### src/rtl/idt_pkg.sv
// Constants for the instruction decode tail of an 8-bit core.
// Assumes the core hands one fetched 16-bit word per instruction cycle.
package idt_pkg;
    localparam logic [6:0] OP_TSTZ = 7'h33;
    localparam logic [7:0] OP_XORL = 8'h0A;
    localparam logic [5:0] OP_XORF = 6'h06;
    localparam logic [7:0] OP_ADDP = 8'hE8;
    localparam logic [7:0] OP_SUBP = 8'hE9;
    localparam logic [7:0] OP_PUSH = 8'hEA;
    localparam logic [7:0] OP_MOVS = 8'hEB;
    localparam logic [15:0] OP_CALL_VIA_ACCUM = 16'h0014;
    localparam logic [3:0] OP_SECOND = 4'hF;
    localparam logic [7:0] IDX_LIMIT = 8'h5F;
    localparam logic [1:0] STACK_SEL = 2'h2;
    localparam logic [1:0] RET_SEL = 2'h3;
    localparam logic [20:0] PC_STEP = 21'h000002;
    localparam logic [7:0] ACC_RESET = 8'h00;
    localparam logic [11:0] PTR_RESET = 12'h000;
    typedef enum logic [1:0] {IDT_EXEC, IDT_FLUSH1, IDT_FLUSH2, IDT_MOVE2} idt_state_t;
endpackage

### src/rtl/idt_decode.sv
// Decode and execute of skip, XOR and extended instructions.
// Assumes INSTR is valid each cycle and FILE_DATA holds the addressed byte.
`timescale 1ns/1ps
`default_nettype none
module idt_decode (
    input wire logic SYS_CLK,
    input wire logic RESET_N,
    input wire logic EXT_ENABLE_FUSE,
    input wire logic [15:0] INSTR,
    input wire logic NEXT_IS_TWO_WORD,
    input wire logic [7:0] FILE_DATA,
    input wire logic [3:0] BANK_SELECT_REG,
    input wire logic [20:0] PC,
    input wire logic [20:0] RETURN_STACK_TOP,
    input wire logic [7:0] PC_HIGH_LATCH,
    input wire logic [4:0] PC_UPPER_LATCH,
    output logic [7:0] ACC,
    output logic FLAG_N,
    output logic FLAG_Z,
    output logic [11:0] DATA_ADDR,
    output logic DATA_WE,
    output logic [7:0] DATA_WDATA,
    output logic [20:0] PC_LOAD,
    output logic PC_LOAD_EN,
    output logic [20:0] PUSH_ADDR,
    output logic PUSH_EN,
    output logic DISCARD,
    output logic ILLEGAL
);
    import idt_pkg::*;

    // ************************************************************
    // State
    // ************************************************************
    typedef struct packed {
        idt_state_t st;
        logic ext_en;
        logic [7:0] acc;
        logic n;
        logic z;
        logic [11:0] addr;
        logic we;
        logic [7:0] wdata;
        logic [20:0] pc_load;
        logic pc_en;
        logic [20:0] push_addr;
        logic push_en;
        logic discard;
        logic illegal;
        logic [11:0] move_src;
    } idt_core_t;
    idt_core_t s_r, s_nxt;

    logic [11:0] p0, p1, p2;
    logic [1:0] pw_sel;
    logic pw_en;
    logic [11:0] pw_data;

    // ************************************************************
    // Helpers
    // ************************************************************
    // Byte-oriented operand address, shared by skip and file XOR forms
    function automatic logic [11:0] byte_addr(input logic [7:0] f, input logic a,
                                              input logic ext, input logic [3:0] bank,
                                              input logic [11:0] sp);
        logic [11:0] r;
        r = 12'h000;
        if (!a && ext && f <= IDX_LIMIT) r = sp + {4'h0, f};
        else if (!a) r = (f <= IDX_LIMIT) ? {4'h0, f} : {4'hF, f};
        else r = {bank, f};
        return r;
    endfunction

    function automatic logic [11:0] pick_ptr(input logic [1:0] sel, input logic [11:0] a,
                                             input logic [11:0] b, input logic [11:0] c);
        logic [11:0] r;
        r = c;
        if (sel == 2'h0) r = a;
        else if (sel == 2'h1) r = b;
        return r;
    endfunction

    idt_ptr_file idt_ptr_file_i (
        .clk(SYS_CLK),
        .rst_n(RESET_N),
        .wr_sel(pw_sel),
        .wr_en(pw_en),
        .wr_data(pw_data),
        .ptr0(p0),
        .ptr1(p1),
        .ptr2(p2)
    );

    // ************************************************************
    // Decode
    // ************************************************************
    logic [7:0] xr_l, xr_f;
    logic [11:0] sel_ptr;
    always_comb begin
        s_nxt = s_r;
        s_nxt.we = 1'b0;
        s_nxt.pc_en = 1'b0;
        s_nxt.push_en = 1'b0;
        s_nxt.discard = 1'b0;
        s_nxt.illegal = 1'b0;
        pw_sel = 2'h0;
        pw_en = 1'b0;
        pw_data = 12'h000;
        xr_l = s_r.acc ^ INSTR[7:0];
        xr_f = s_r.acc ^ FILE_DATA;
        sel_ptr = pick_ptr(INSTR[7:6], p0, p1, p2);
        // Fuse only caught after reset release, never inside the reset branch
        s_nxt.ext_en = EXT_ENABLE_FUSE;
        unique case (s_r.st)
            IDT_FLUSH1: begin
                s_nxt.discard = 1'b1;
                s_nxt.st = NEXT_IS_TWO_WORD ? IDT_FLUSH2 : IDT_EXEC;
            end
            IDT_FLUSH2: begin
                s_nxt.discard = 1'b1;
                s_nxt.st = IDT_EXEC;
            end
            IDT_MOVE2: begin
                s_nxt.st = IDT_EXEC;
                if (INSTR[15:12] == OP_SECOND) begin
                    s_nxt.we = 1'b1;
                    s_nxt.wdata = FILE_DATA;
                    s_nxt.addr = s_r.move_src[11] ? (p2 + {5'h00, INSTR[6:0]})
                                                  : INSTR[11:0];
                end else begin
                    s_nxt.illegal = 1'b1;
                end
            end
            IDT_EXEC: begin
                if (INSTR[15:9] == OP_TSTZ) begin
                    s_nxt.addr = byte_addr(INSTR[7:0], INSTR[8], s_r.ext_en,
                                           BANK_SELECT_REG, p2);
                    if (FILE_DATA == 8'h00) s_nxt.st = IDT_FLUSH1;
                end else if (INSTR[15:8] == OP_XORL) begin
                    s_nxt.acc = xr_l;
                    s_nxt.n = xr_l[7];
                    s_nxt.z = (xr_l == 8'h00);
                end else if (INSTR[15:10] == OP_XORF) begin
                    s_nxt.addr = byte_addr(INSTR[7:0], INSTR[8], s_r.ext_en,
                                           BANK_SELECT_REG, p2);
                    s_nxt.n = xr_f[7];
                    s_nxt.z = (xr_f == 8'h00);
                    if (INSTR[9]) begin
                        s_nxt.we = 1'b1;
                        s_nxt.wdata = xr_f;
                    end else begin
                        s_nxt.acc = xr_f;
                    end
                end else if (!s_r.ext_en) begin
                    // Extended words raise ILLEGAL while the fuse is clear
                    s_nxt.illegal = (INSTR[15:10] == 6'h3A) || (INSTR == OP_CALL_VIA_ACCUM);
                end else if (INSTR[15:8] == OP_ADDP || INSTR[15:8] == OP_SUBP) begin
                    pw_en = 1'b1;
                    pw_sel = (INSTR[7:6] == RET_SEL) ? STACK_SEL : INSTR[7:6];
                    if (INSTR[7:6] == RET_SEL) sel_ptr = p2;
                    pw_data = INSTR[8] ? (sel_ptr - {6'h00, INSTR[5:0]})
                                       : (sel_ptr + {6'h00, INSTR[5:0]});
                    if (INSTR[7:6] == RET_SEL) begin
                        s_nxt.pc_en = 1'b1;
                        s_nxt.pc_load = RETURN_STACK_TOP;
                        s_nxt.st = IDT_FLUSH2;
                    end
                end else if (INSTR[15:8] == OP_PUSH) begin
                    s_nxt.we = 1'b1;
                    s_nxt.addr = p2;
                    s_nxt.wdata = INSTR[7:0];
                    pw_en = 1'b1;
                    pw_sel = STACK_SEL;
                    pw_data = p2 - 12'h001;
                end else if (INSTR == OP_CALL_VIA_ACCUM) begin
                    s_nxt.push_en = 1'b1;
                    s_nxt.push_addr = PC + PC_STEP;
                    s_nxt.pc_en = 1'b1;
                    s_nxt.pc_load = {PC_UPPER_LATCH, PC_HIGH_LATCH, s_r.acc};
                    s_nxt.st = IDT_FLUSH2;
                end else if (INSTR[15:8] == OP_MOVS) begin
                    s_nxt.addr = p2 + {5'h00, INSTR[6:0]};
                    s_nxt.move_src = {INSTR[7], 11'h000};
                    s_nxt.st = IDT_MOVE2;
                end
            end
        endcase
    end

    always_ff @(posedge SYS_CLK or negedge RESET_N) begin
        if (!RESET_N) begin
            s_r <= '0;
            s_r.st <= IDT_EXEC;
            s_r.acc <= ACC_RESET;
        end else begin
            s_r <= s_nxt;
        end
    end

    assign ACC = s_r.acc;
    assign FLAG_N = s_r.n;
    assign FLAG_Z = s_r.z;
    assign DATA_ADDR = s_r.addr;
    assign DATA_WE = s_r.we;
    assign DATA_WDATA = s_r.wdata;
    assign PC_LOAD = s_r.pc_load;
    assign PC_LOAD_EN = s_r.pc_en;
    assign PUSH_ADDR = s_r.push_addr;
    assign PUSH_EN = s_r.push_en;
    assign DISCARD = s_r.discard;
    assign ILLEGAL = s_r.illegal;

    // ************************************************************
    // Checks
    // ************************************************************
    logic byte_op;
    logic ext_op;
    assign byte_op = s_r.st == IDT_EXEC
        && (INSTR[15:9] == OP_TSTZ || INSTR[15:10] == OP_XORF);
    assign ext_op = s_r.st == IDT_EXEC && s_r.ext_en;
endmodule
`default_nettype wire

### src/rtl/idt_ptr_file.sv
// Three 12-bit file pointers, each read straight from its register.
// Assumes one write per cycle from the decoder.
`timescale 1ns/1ps
`default_nettype none
module idt_ptr_file (
    input wire logic clk,
    input wire logic rst_n,
    input wire logic [1:0] wr_sel,
    input wire logic wr_en,
    input wire logic [11:0] wr_data,
    output logic [11:0] ptr0,
    output logic [11:0] ptr1,
    output logic [11:0] ptr2
);
    import idt_pkg::*;
    typedef struct packed {
        logic [11:0] p0;
        logic [11:0] p1;
        logic [11:0] p2;
    } idt_pf_t;
    idt_pf_t s_r, s_nxt;
    always_comb begin
        s_nxt = s_r;
        if (wr_en && wr_sel == 2'h0) s_nxt.p0 = wr_data;
        if (wr_en && wr_sel == 2'h1) s_nxt.p1 = wr_data;
        if (wr_en && wr_sel == STACK_SEL) s_nxt.p2 = wr_data;
    end
    always_ff @(posedge clk or negedge rst_n) begin
        if (!rst_n) begin
            s_r <= '0;
        end else begin
            s_r <= s_nxt;
        end
    end
    assign ptr0 = s_r.p0;
    assign ptr1 = s_r.p1;
    assign ptr2 = s_r.p2;
endmodule
`default_nettype wire

### config.mk
export PLATFORM = sky130hd
export DESIGN_NAME = idt_decode
export DESIGN_NICKNAME = d
export VERILOG_FILES = /design/src/rtl/idt_pkg.sv /design/src/rtl/idt_decode.sv /design/src/rtl/idt_ptr_file.sv
export SDC_FILE = /design/constraint.sdc
export NUM_CORES = 1
export LEC_CHECK = 0
export BUFFER_PORTS_ARGS = -buffer_cell sky130_fd_sc_hd__buf_2
export CORE_MARGIN = 3
export CORE_UTILIZATION = 27
export CTS_CLUSTER_DIAMETER = 50
export DETAILED_ROUTE_END_ITERATION = 10
export GPL_ROUTABILITY_DRIVEN = 1
export PLACE_DENSITY = 0.5
export SETUP_SLACK_MARGIN = 0.1
export SLEW_MARGIN = 20
export SYNTH_ARGS = -nofsm -noshare
export SYNTH_HDL_FRONTEND = slang
export SYNTH_SLANG_ARGS = --single-unit
### constraint.sdc
create_clock -name SYS_CLK -period 7.2 [get_ports SYS_CLK]
set_clock_uncertainty 0.05 [all_clocks]
set_input_delay 2.16 -clock SYS_CLK [delete_from_list [all_inputs] [get_ports SYS_CLK]]
set_output_delay 2.16 -clock SYS_CLK [all_outputs]
set_load 0.01 [all_outputs]
==> impl_table.tex, run 1 <==
\begin{tabular}{lr}
\hline
Metric & Value \\
\hline
\multicolumn{2}{l}{\textbf{Logic synthesis}} \\
XOR/XNOR share of the synthesized area & 0.0734 \\
Synthesized-area fraction occupied by adder cells & 0.0416 \\
Register bit total from synthesis & 117 \\
Yosys warns & 0 \\
Nets in the synthesized netlist & 1121 \\
Fraction of registers with async set/reset & 1.00 \\
Syn Inst Count & just over 1000 \\
EDFF count, synth & 0 \\
Post-Synthesis Cell Area & 8480 sq um \\
Post-synthesis compound-gate area fraction & 0.216 \\
Area share of and/or/nand/nor cells after synthesis & 0.182 \\
Multiplexer fraction of the synthesized cell area & 0.0431 \\
Post-synthesis sequential area ratio & 0.345 \\
Dominant combinational cell family by area after synthesis & compound AO/OA/AOI/OAI gates \\
Count of cell types in the netlist & 74 \\
Average instance area after synthesis & 8.42 sq um \\
Primary flip-flop cell chosen by synthesis mapping & dfrtp\_1 \\
\multicolumn{2}{l}{\textbf{Critical path}} \\
Cell count of the worst reg-to-reg path & 6 \\
Class of the most critical setup path & in2reg \\
Capture point of the worst reg-to-reg path & idt\_ptr\_file\_i.ptr1[4] \\
Worst-path cell chain & buf\_2, mux2i\_1, nor2\_1, a21oi\_1, ha\_1, fa\_1, nor2b\_1, o21ai\_0, a21oi\_1, o22a\_1, a31oi\_1, xor2\_1, o311ai\_0 \\
Req. time, crit path & between 7 and 8 ns \\
Timing endpoint of the critical path & idt\_ptr\_file\_i.ptr2[10] \\
Cell mode on critical path & a21oi\_1 \\
R2R Path Start & s\_r[91] \\
Startpoint types & input pin \\
Family with the most delay on the worst path & compound AO/OA/AOI/OAI gates \\
Crit end category & register \\
Largest fanout on the critical path & 28 \\
Buffer and inverter count on the worst path & 1 \\
Start point of the critical path & INSTR[6] \\
Data arrival, critical path & between 5 and 6 ns \\
Levels on crit path & 13 \\
Reg2reg setup slack & 3.98 ns \\
Slowest cell delay on critical path & a little over 0.6 ns \\
Worst-path cell with the longest stage delay & buf\_2 \\
\multicolumn{2}{l}{\textbf{STA}} \\
Post-route setup TNS & 0 ns \\
Number of hold violations in the final report & 0 \\
Highest clock rate & 0.200 GHz \\
Worst slew margin relative to its limit & 0.266 \\
Final period utilization & 0.693 \\
Final critical delay including setup and external delays & between 4 and 5 ns \\
Worst Tran Pin Value & 1.10 ns \\
Final worst hold slack & 0.414 ns \\
Final number of setup-violating endpoints & 0 \\
Max Slew Vio Count & 0 \\
Setup WS post-layout & 2.21 ns \\
Unrepaired setup endpoints after global routing & no \\
\multicolumn{2}{l}{\textbf{Floorplan}} \\
Initial core utilization & 0.276 \\
Die boundary width & 183 microns \\
Die area & 33600 sq um \\
Chip height & 183 microns \\
Standard-cell row count & 64 \\
I/O pin count & 164 \\
Total core area & 30700 sq um \\
\multicolumn{2}{l}{\textbf{CTS}} \\
Clock input transition at the sequential cells of the worst setup and hold paths & around 0.060 ns \\
CTS Root Cell & clkbuf\_16 \\
CTS sink cnt & 117 \\
Post-CTS Setup Repair Bufs & 0 \\
Clock H-tree levels & 4 \\
Hold Buf Count CTS & 0 \\
Post-CTS resize count & 0 \\
Buffer depth of the longest clock path & 2 \\
TritonCTS Buffers & 17 \\
CTS tree & yes \\
Clock latency at the later pin of the worst-skew pair & 0.42 ns \\
\multicolumn{2}{l}{\textbf{Drt}} \\
DRT iter0 DRCs & 521 \\
Via total after detailed routing & about 7500 \\
Detail-routed net length per standard cell & 18.3 microns \\
Number of antenna-violating nets in the routed design & 0 \\
Number of remaining DRC errors & 0 \\
Number of search-and-repair iterations in the first detailed-routing pass & 5 \\
Overall routed net length & 27.1 mm \\
Vias/cell & 5.03 \\
\multicolumn{2}{l}{\textbf{Cells and area}} \\
End-of-flow core utilization & 0.315 \\
Most frequent standard cell in the layout excluding fill and tap cells & buf\_2 \\
Area growth from synthesis to layout & 14.4\% \\
Fraction of layout instances using a drive strength above 1 & 0.212 \\
Fill cell instance count of the final layout & 3324 \\
Highest-count cells in the layout ignoring fill and taps & buf\_2 (162), nand2\_1 (141), dfrtp\_1 (117) \\
Final nets & between 1000 and 1500 \\
\multicolumn{2}{l}{\textbf{Global routing}} \\
Total GRT Usage & 0.158 \\
Antenna violations before repair & 2 \\
Pin count of the biggest net entering global routing & 75 \\
First-pass GRT wire length & 42.2 mm \\
Via count of the first global-routing pass & 7289 \\
Gr ovfl total & 0 \\
\multicolumn{2}{l}{\textbf{Place}} \\
Worst setup slack before clock tree synthesis & about 1.8 ns \\
IO buf count & 163 \\
Final weighted congestion in routability-driven placement & 0.880 \\
Sum of net half-perimeters after detailed placement & 19.9 mm \\
\multicolumn{2}{l}{\textbf{Power}} \\
Worst voltage drop across the vdd grid & 157 uV \\
Areal power density over the cells & $\sim$220 nW/um\^{}2 \\
Leakage dissipation & 4.47 nW \\
\multicolumn{2}{l}{\textbf{Run status}} \\
Outcome & complete, no violations \\
\multicolumn{2}{l}{\textbf{Job}} \\
Total of max-cap violations & 0 \\
\multicolumn{2}{l}{\textbf{Hold path}} \\
Hold Crit Class & reg2reg \\
\hline
\end{tabular}
[kinds of logic (layout without fill, tap and decap cells)]
logic type / after synthesis / count (layout)
AOI/OAI and AO/OA: 287 / 287
xor gates and xnor gates: 71 / 71
adders and majority gates: 27 / 27
buffers and inverters: 145 / 222
DFF: 117 / 117
muxes: 35 / 35
other: 0 / 2
and+or+nand+nor: 325 / 325
[cells in the mapped netlist (3+ instances only)]
cell type / instances / share of area
dfrtp_1: 117 / 0.35
a22oi_1: 36 / 0.032
nand3_1: 23 / 0.014
a311oi_1: 3 / 0.0031
a21o_1: 5 / 0.0044
xor2_1: 40 / 0.041
and3_1: 15 / 0.011
a211oi_1: 13 / 0.012
clkbuf_1: 45 / 0.020
nor4_1: 9 / 0.0066
or2_2: 3 / 0.0022
or3_1: 6 / 0.0044
buf_4: 70 / 0.062
nor4b_1: 3 / 0.0031
nand4_1: 5 / 0.0037
nor3_1: 19 / 0.011
nand2b_1: 6 / 0.0044
nor2b_1: 8 / 0.0059
a31oi_1: 6 / 0.0044
a22o_1: 9 / 0.0093
o21bai_1: 5 / 0.0044
mux2_2: 12 / 0.016
mux2i_1: 23 / 0.027
o31ai_1: 7 / 0.0062
buf_2: 7 / 0.0041
and4_1: 3 / 0.0031
a21oi_1: 45 / 0.027
o22ai_1: 9 / 0.0066
or4_1: 5 / 0.0044
o21a_1: 12 / 0.011
nand2_1: 141 / 0.062
inv_1: 20 / 0.0089
nor2_1: 61 / 0.027
o21ai_0: 106 / 0.063
xnor2_1: 31 / 0.032
ha_1: 25 / 0.037
nor3b_1: 3 / 0.0027
[power breakdown]
group / switching [W] / internal, W / leakage [nW]
Sequential: 0.0000541 / 0.000705 / 1.61
Combinational: 0.000311 / 0.000170 / 2.57
Clock: 0.000361 / 0.000530 / 0.291
Total: 0.000727 / 0.00140 / 4.47
[final cells by class]
cell class / count / area, sq um / share of cell area
antenna: 2 / 5.00 / 0.000516
clock buffer: 18 / 439 / 0.0453
clock inverter: 14 / 165 / 0.0170
inverter: 20 / 75.1 / 0.00774
multi-input combinational: 745 / 4720 / 0.486
sequential: 117 / 2930 / 0.302
tap: 396 / 495 / 0.0511
timing repair buffer: 170 / 875 / 0.0902
[how the worst min path moves through the flow]
stage,start,to,slack [ns],depth (start not counted)
CTS,PUSH_ADDR[2],PUSH_ADDR[2],0.43,2
global route,PUSH_ADDR[2],PUSH_ADDR[2],0.45,2
detailed placement,PUSH_ADDR[2],PUSH_ADDR[2],0.41,2
floorplan,PUSH_ADDR[0],PUSH_ADDR[0],0.39,2
global placement,PUSH_ADDR[0],PUSH_ADDR[0],0.40,2
finish,PUSH_ADDR[2],PUSH_ADDR[2],0.41,2
[tightest hold or removal path, delay by kind of cell (launching register included)]
kind	cells	cell delay [ns]
flops	1	0.34
simple gates	2	0.10
[registers in the layout, indices dropped and copies added, names as in the netlist]
name / count
DATA_WE: 1
ILLEGAL: 1
DISCARD: 1
idt_ptr_file_i.ptr0: 12
s_r: 4
PUSH_EN: 1
FLAG_Z: 1
FLAG_N: 1
PC_LOAD: 21
idt_ptr_file_i.ptr2: 12
DATA_ADDR: 12
ACC: 8
PC_LOAD_EN: 1
idt_ptr_file_i.ptr1: 12
DATA_WDATA: 8
PUSH_ADDR: 21
[metrics by stage]
step           instance area (sq um)  total power (W)  cells
2_1_floorplan                   8480          0.00110   1007
3_3_place_gp                    9090          0.00125   1448
3_5_place_dp                    9090          0.00125   1448
4_1_cts                         9690          0.00216   1480
5_1_grt                         9700          0.00225   1482
6_report                        9700          0.00213   1482
[metal layers]
metal	GRT usage	wire length [microns]
met5	0	0
met4	0.0542	569
met3	0.0286	1230
met2	0.261	12900
met1	0.208	12400
Power figures use the tool's default switching activity.
==> inputs of run 2 (changes only) <==
Clock period 7.2 ns to 4.9 ns, I/O delays scaled along.
==> impl_table.tex, run 2 (synthesis gave the netlist of run 1 again) <==
\begin{tabular}{lr}
\hline
Metric & Value \\
\hline
\multicolumn{2}{l}{\textbf{Critical path}} \\
Req. time, crit path & 5.16 ns (-2.28 ns) \\
Startpoint types & input pin \\
Class of the most critical setup path & in2reg \\
Largest fanout on the critical path & 10 (-64\%) \\
Data arrival, critical path & 4.57 ns (-0.66 ns) \\
Crit end category & register \\
\multicolumn{2}{l}{\textbf{Power}} \\
Leakage dissipation & 4.52 nW (+1.0\%) \\
Comb pwr share & 0.229 (+0.003) \\
Final total power & 0.00309 W (+45\%) \\
Clock power share & 0.410 (-0.008) \\
Net switching fraction of the power & 0.346 (+0.00507) \\
NetSw & 0.00107 W (+47\%) \\
Sequential share of power & 0.362 (+0.006) \\
Areal power density over the cells & 316 nW/um\^{}2 (+44\%) \\
Cell-internal power & 0.00202 W (+44\%) \\
Worst voltage drop across the vdd grid & 233 uV (+48\%) \\
\multicolumn{2}{l}{\textbf{STA}} \\
Number of hold violations in the final report & 0 (unchanged) \\
Final critical delay including setup and external delays & between 4 and 5 ns \\
Highest clock rate & roughly 0.23 GHz \\
Worst slew margin relative to its limit & 0.432 (+0.166) \\
Worst Tran Pin Value & 0.852 ns (-0.246 ns) \\
Setup WS post-layout & 0.587 ns (-1.62 ns) \\
Unrepaired setup endpoints after global routing & no \\
Post-route setup TNS & 0 ns (unchanged) \\
Final number of setup-violating endpoints & 0 (unchanged) \\
Final period utilization & 0.880 \\
Max Slew Vio Count & 0 (unchanged) \\
\multicolumn{2}{l}{\textbf{Global routing}} \\
Via count of the first global-routing pass & 7486 (+2.7\%) \\
Pin count of the biggest net entering global routing & 74 (-1.3\%) \\
Gr ovfl total & 0 (unchanged) \\
Antenna violations before repair & 3 (+1) \\
Total GRT Usage & 0.158 (+0.000499) \\
First-pass GRT wire length & 42.2 mm (+0.16\%) \\
\multicolumn{2}{l}{\textbf{CTS}} \\
Clock latency at the later pin of the worst-skew pair & 0.43 ns (about the same) \\
Post-CTS resize count & 0 (unchanged) \\
Clock input transition at the sequential cells of the worst setup and hold paths & 0.07 ns (about the same) \\
Clock H-tree levels & 4 (unchanged) \\
Buffer depth of the longest clock path & 2 (unchanged) \\
CTS sink cnt & 117 (unchanged) \\
Post-CTS Setup Repair Bufs & 0 (unchanged) \\
CTS Root Cell & clkbuf\_16 \\
Hold Buf Count CTS & 0 (unchanged) \\
TritonCTS Buffers & 17 (unchanged) \\
CTS tree & yes \\
\multicolumn{2}{l}{\textbf{Drt}} \\
Detail-routed net length per standard cell & 18.2 microns (-0.54\%) \\
Number of search-and-repair iterations in the first detailed-routing pass & 5 (unchanged) \\
Vias/cell & 5.16 (+2.5\%) \\
Number of antenna-violating nets in the routed design & 0 (unchanged) \\
Number of remaining DRC errors & 0 (unchanged) \\
DRT iter0 DRCs & 615 (+18\%) \\
Via total after detailed routing & 7712 (+3.4\%) \\
Overall routed net length & 27.2 mm (+0.33\%) \\
\multicolumn{2}{l}{\textbf{Cells and area}} \\
Summed area of non-filler cells in the final layout & 9780 sq um (+0.83\%) \\
Fill cell instance count of the final layout & 3351 (+0.81\%) \\
Highest-count cells in the layout ignoring fill and taps & buf\_2 (162), nand2\_1 (141), dfrtp\_1 (117) \\
Final nets & 1197 (+1.0\%) \\
Area growth from synthesis to layout & 15.4\% \\
Fraction of layout instances using a drive strength above 1 & 0.221 (+0.00863) \\
Most frequent standard cell in the layout excluding fill and tap cells & buf\_2 \\
\multicolumn{2}{l}{\textbf{Job}} \\
Total of max-cap violations & 0 (unchanged) \\
\multicolumn{2}{l}{\textbf{Floorplan}} \\
Initial core utilization & 0.276 (unchanged) \\
Chip height & 183 microns (unchanged) \\
Die boundary width & 183 microns (unchanged) \\
Standard-cell row count & 64 (unchanged) \\
Total core area & 30700 sq um (unchanged) \\
Die area & 33600 sq um (unchanged) \\
I/O pin count & 164 (unchanged) \\
\multicolumn{2}{l}{\textbf{Run status}} \\
Outcome & complete, no violations \\
\multicolumn{2}{l}{\textbf{Place}} \\
Worst setup slack before clock tree synthesis & 0.250 ns (-1.55 ns) \\
IO buf count & 163 (unchanged) \\
Final weighted congestion in routability-driven placement & 0.890 (+1.1\%) \\
Placed instance area & 9190 sq um (+1.1\%) \\
Sum of net half-perimeters after detailed placement & 20.1 mm (+1.2\%) \\
\multicolumn{2}{l}{\textbf{Hold path}} \\
Hold Crit Class & reg2reg \\
\hline
\end{tabular}
-- run 2: cell types whose count changed in the layout (fill, tap and decap cells not counted), sizes merged --
cell      change
inv           -1
clkinvlp      +2
buf          +12
diode         +1
bufinv        -1
-- run 2: worst max-delay path, stage by stage --
cell,delay (ns)
buf_2,0.19
inv_1,0.14
ha_1,0.22
nor3b_1,0.41
nand2_1,0.15
nand2_1,0.12
ha_1,0.30
and3_1,0.21
a221oi_1,0.35
a21boi_0,0.22
and4_2,0.28
or2_1,0.23
mux2_2,0.26
-- run 2: cell type report --
class / count / area, sq um / area share
Tap cell: 396 / 495 / 0.0507
Clock inverter: 14 / 144 / 0.0147
Antenna cell: 3 / 7.51 / 0.000768
Inverter: 20 / 75.1 / 0.00768
Multi-Input combinational cell: 745 / 4720 / 0.482
Sequential cell: 117 / 2930 / 0.299
Timing Repair Buffer: 182 / 973 / 0.0995
Clock buffer: 18 / 439 / 0.0449
-- run 2: power groups by stage --
stage | combinational (W) | clock, W | sequential (W)
final | 0.000706 | 0.00126 | 0.00112
after global routing | 0.000784 | 0.00134 | 0.00113
after CTS | 0.000710 | 0.00130 | 0.00112
after detailed placement | 0.000706 | 0 | 0.00113
after global placement | 0.000704 | 0 | 0.00113
after floorplan | 0.000506 | 0 | 0.00111
-- run 2: routing by layer --
layer | vias up | share of wire | wire length [microns] | track usage
met5 | - | 0 | 0 | 0
met4 | 0 | 0.032 | 871 | 0.0658
met3 | 66 | 0.054 | 1470 | 0.0301
met2 | 291 | 0.47 | 12700 | 0.257
met1 | 3664 | 0.45 | 12200 | 0.208
li1 | 3691 | - | - | -
-- run 2: worst paths after layout --
check                                       startpoint                      end  slack [ns]  cells past startpoint
worst max-delay path                          INSTR[1]  idt_ptr_file_i.ptr1[11]        0.59                     13
worst min-delay path                      PUSH_ADDR[2]             PUSH_ADDR[2]        0.42                      2
worst max register to register  idt_ptr_file_i.ptr2[0]  idt_ptr_file_i.ptr2[10]        1.91                     10
worst min register to register            PUSH_ADDR[2]             PUSH_ADDR[2]        0.42                      2
max in group asynchronous                      RESET_N   idt_ptr_file_i.ptr1[0]        2.92                      2
min in group asynchronous                      RESET_N               PC_LOAD_EN        1.01                      1
-- run 2: metrics by stage --
step / instances / hold slack (ns) / util
after CTS: 1492 / 0.428 / 0.318
after detailed placement: 1460 / 0.412 / 0.299
after floorplan: 1007 / 0.390 / -
final: 1495 / 0.422 / 0.318
after global routing: 1495 / 0.446 / 0.318
after global placement: 1460 / 0.401 / 0.299
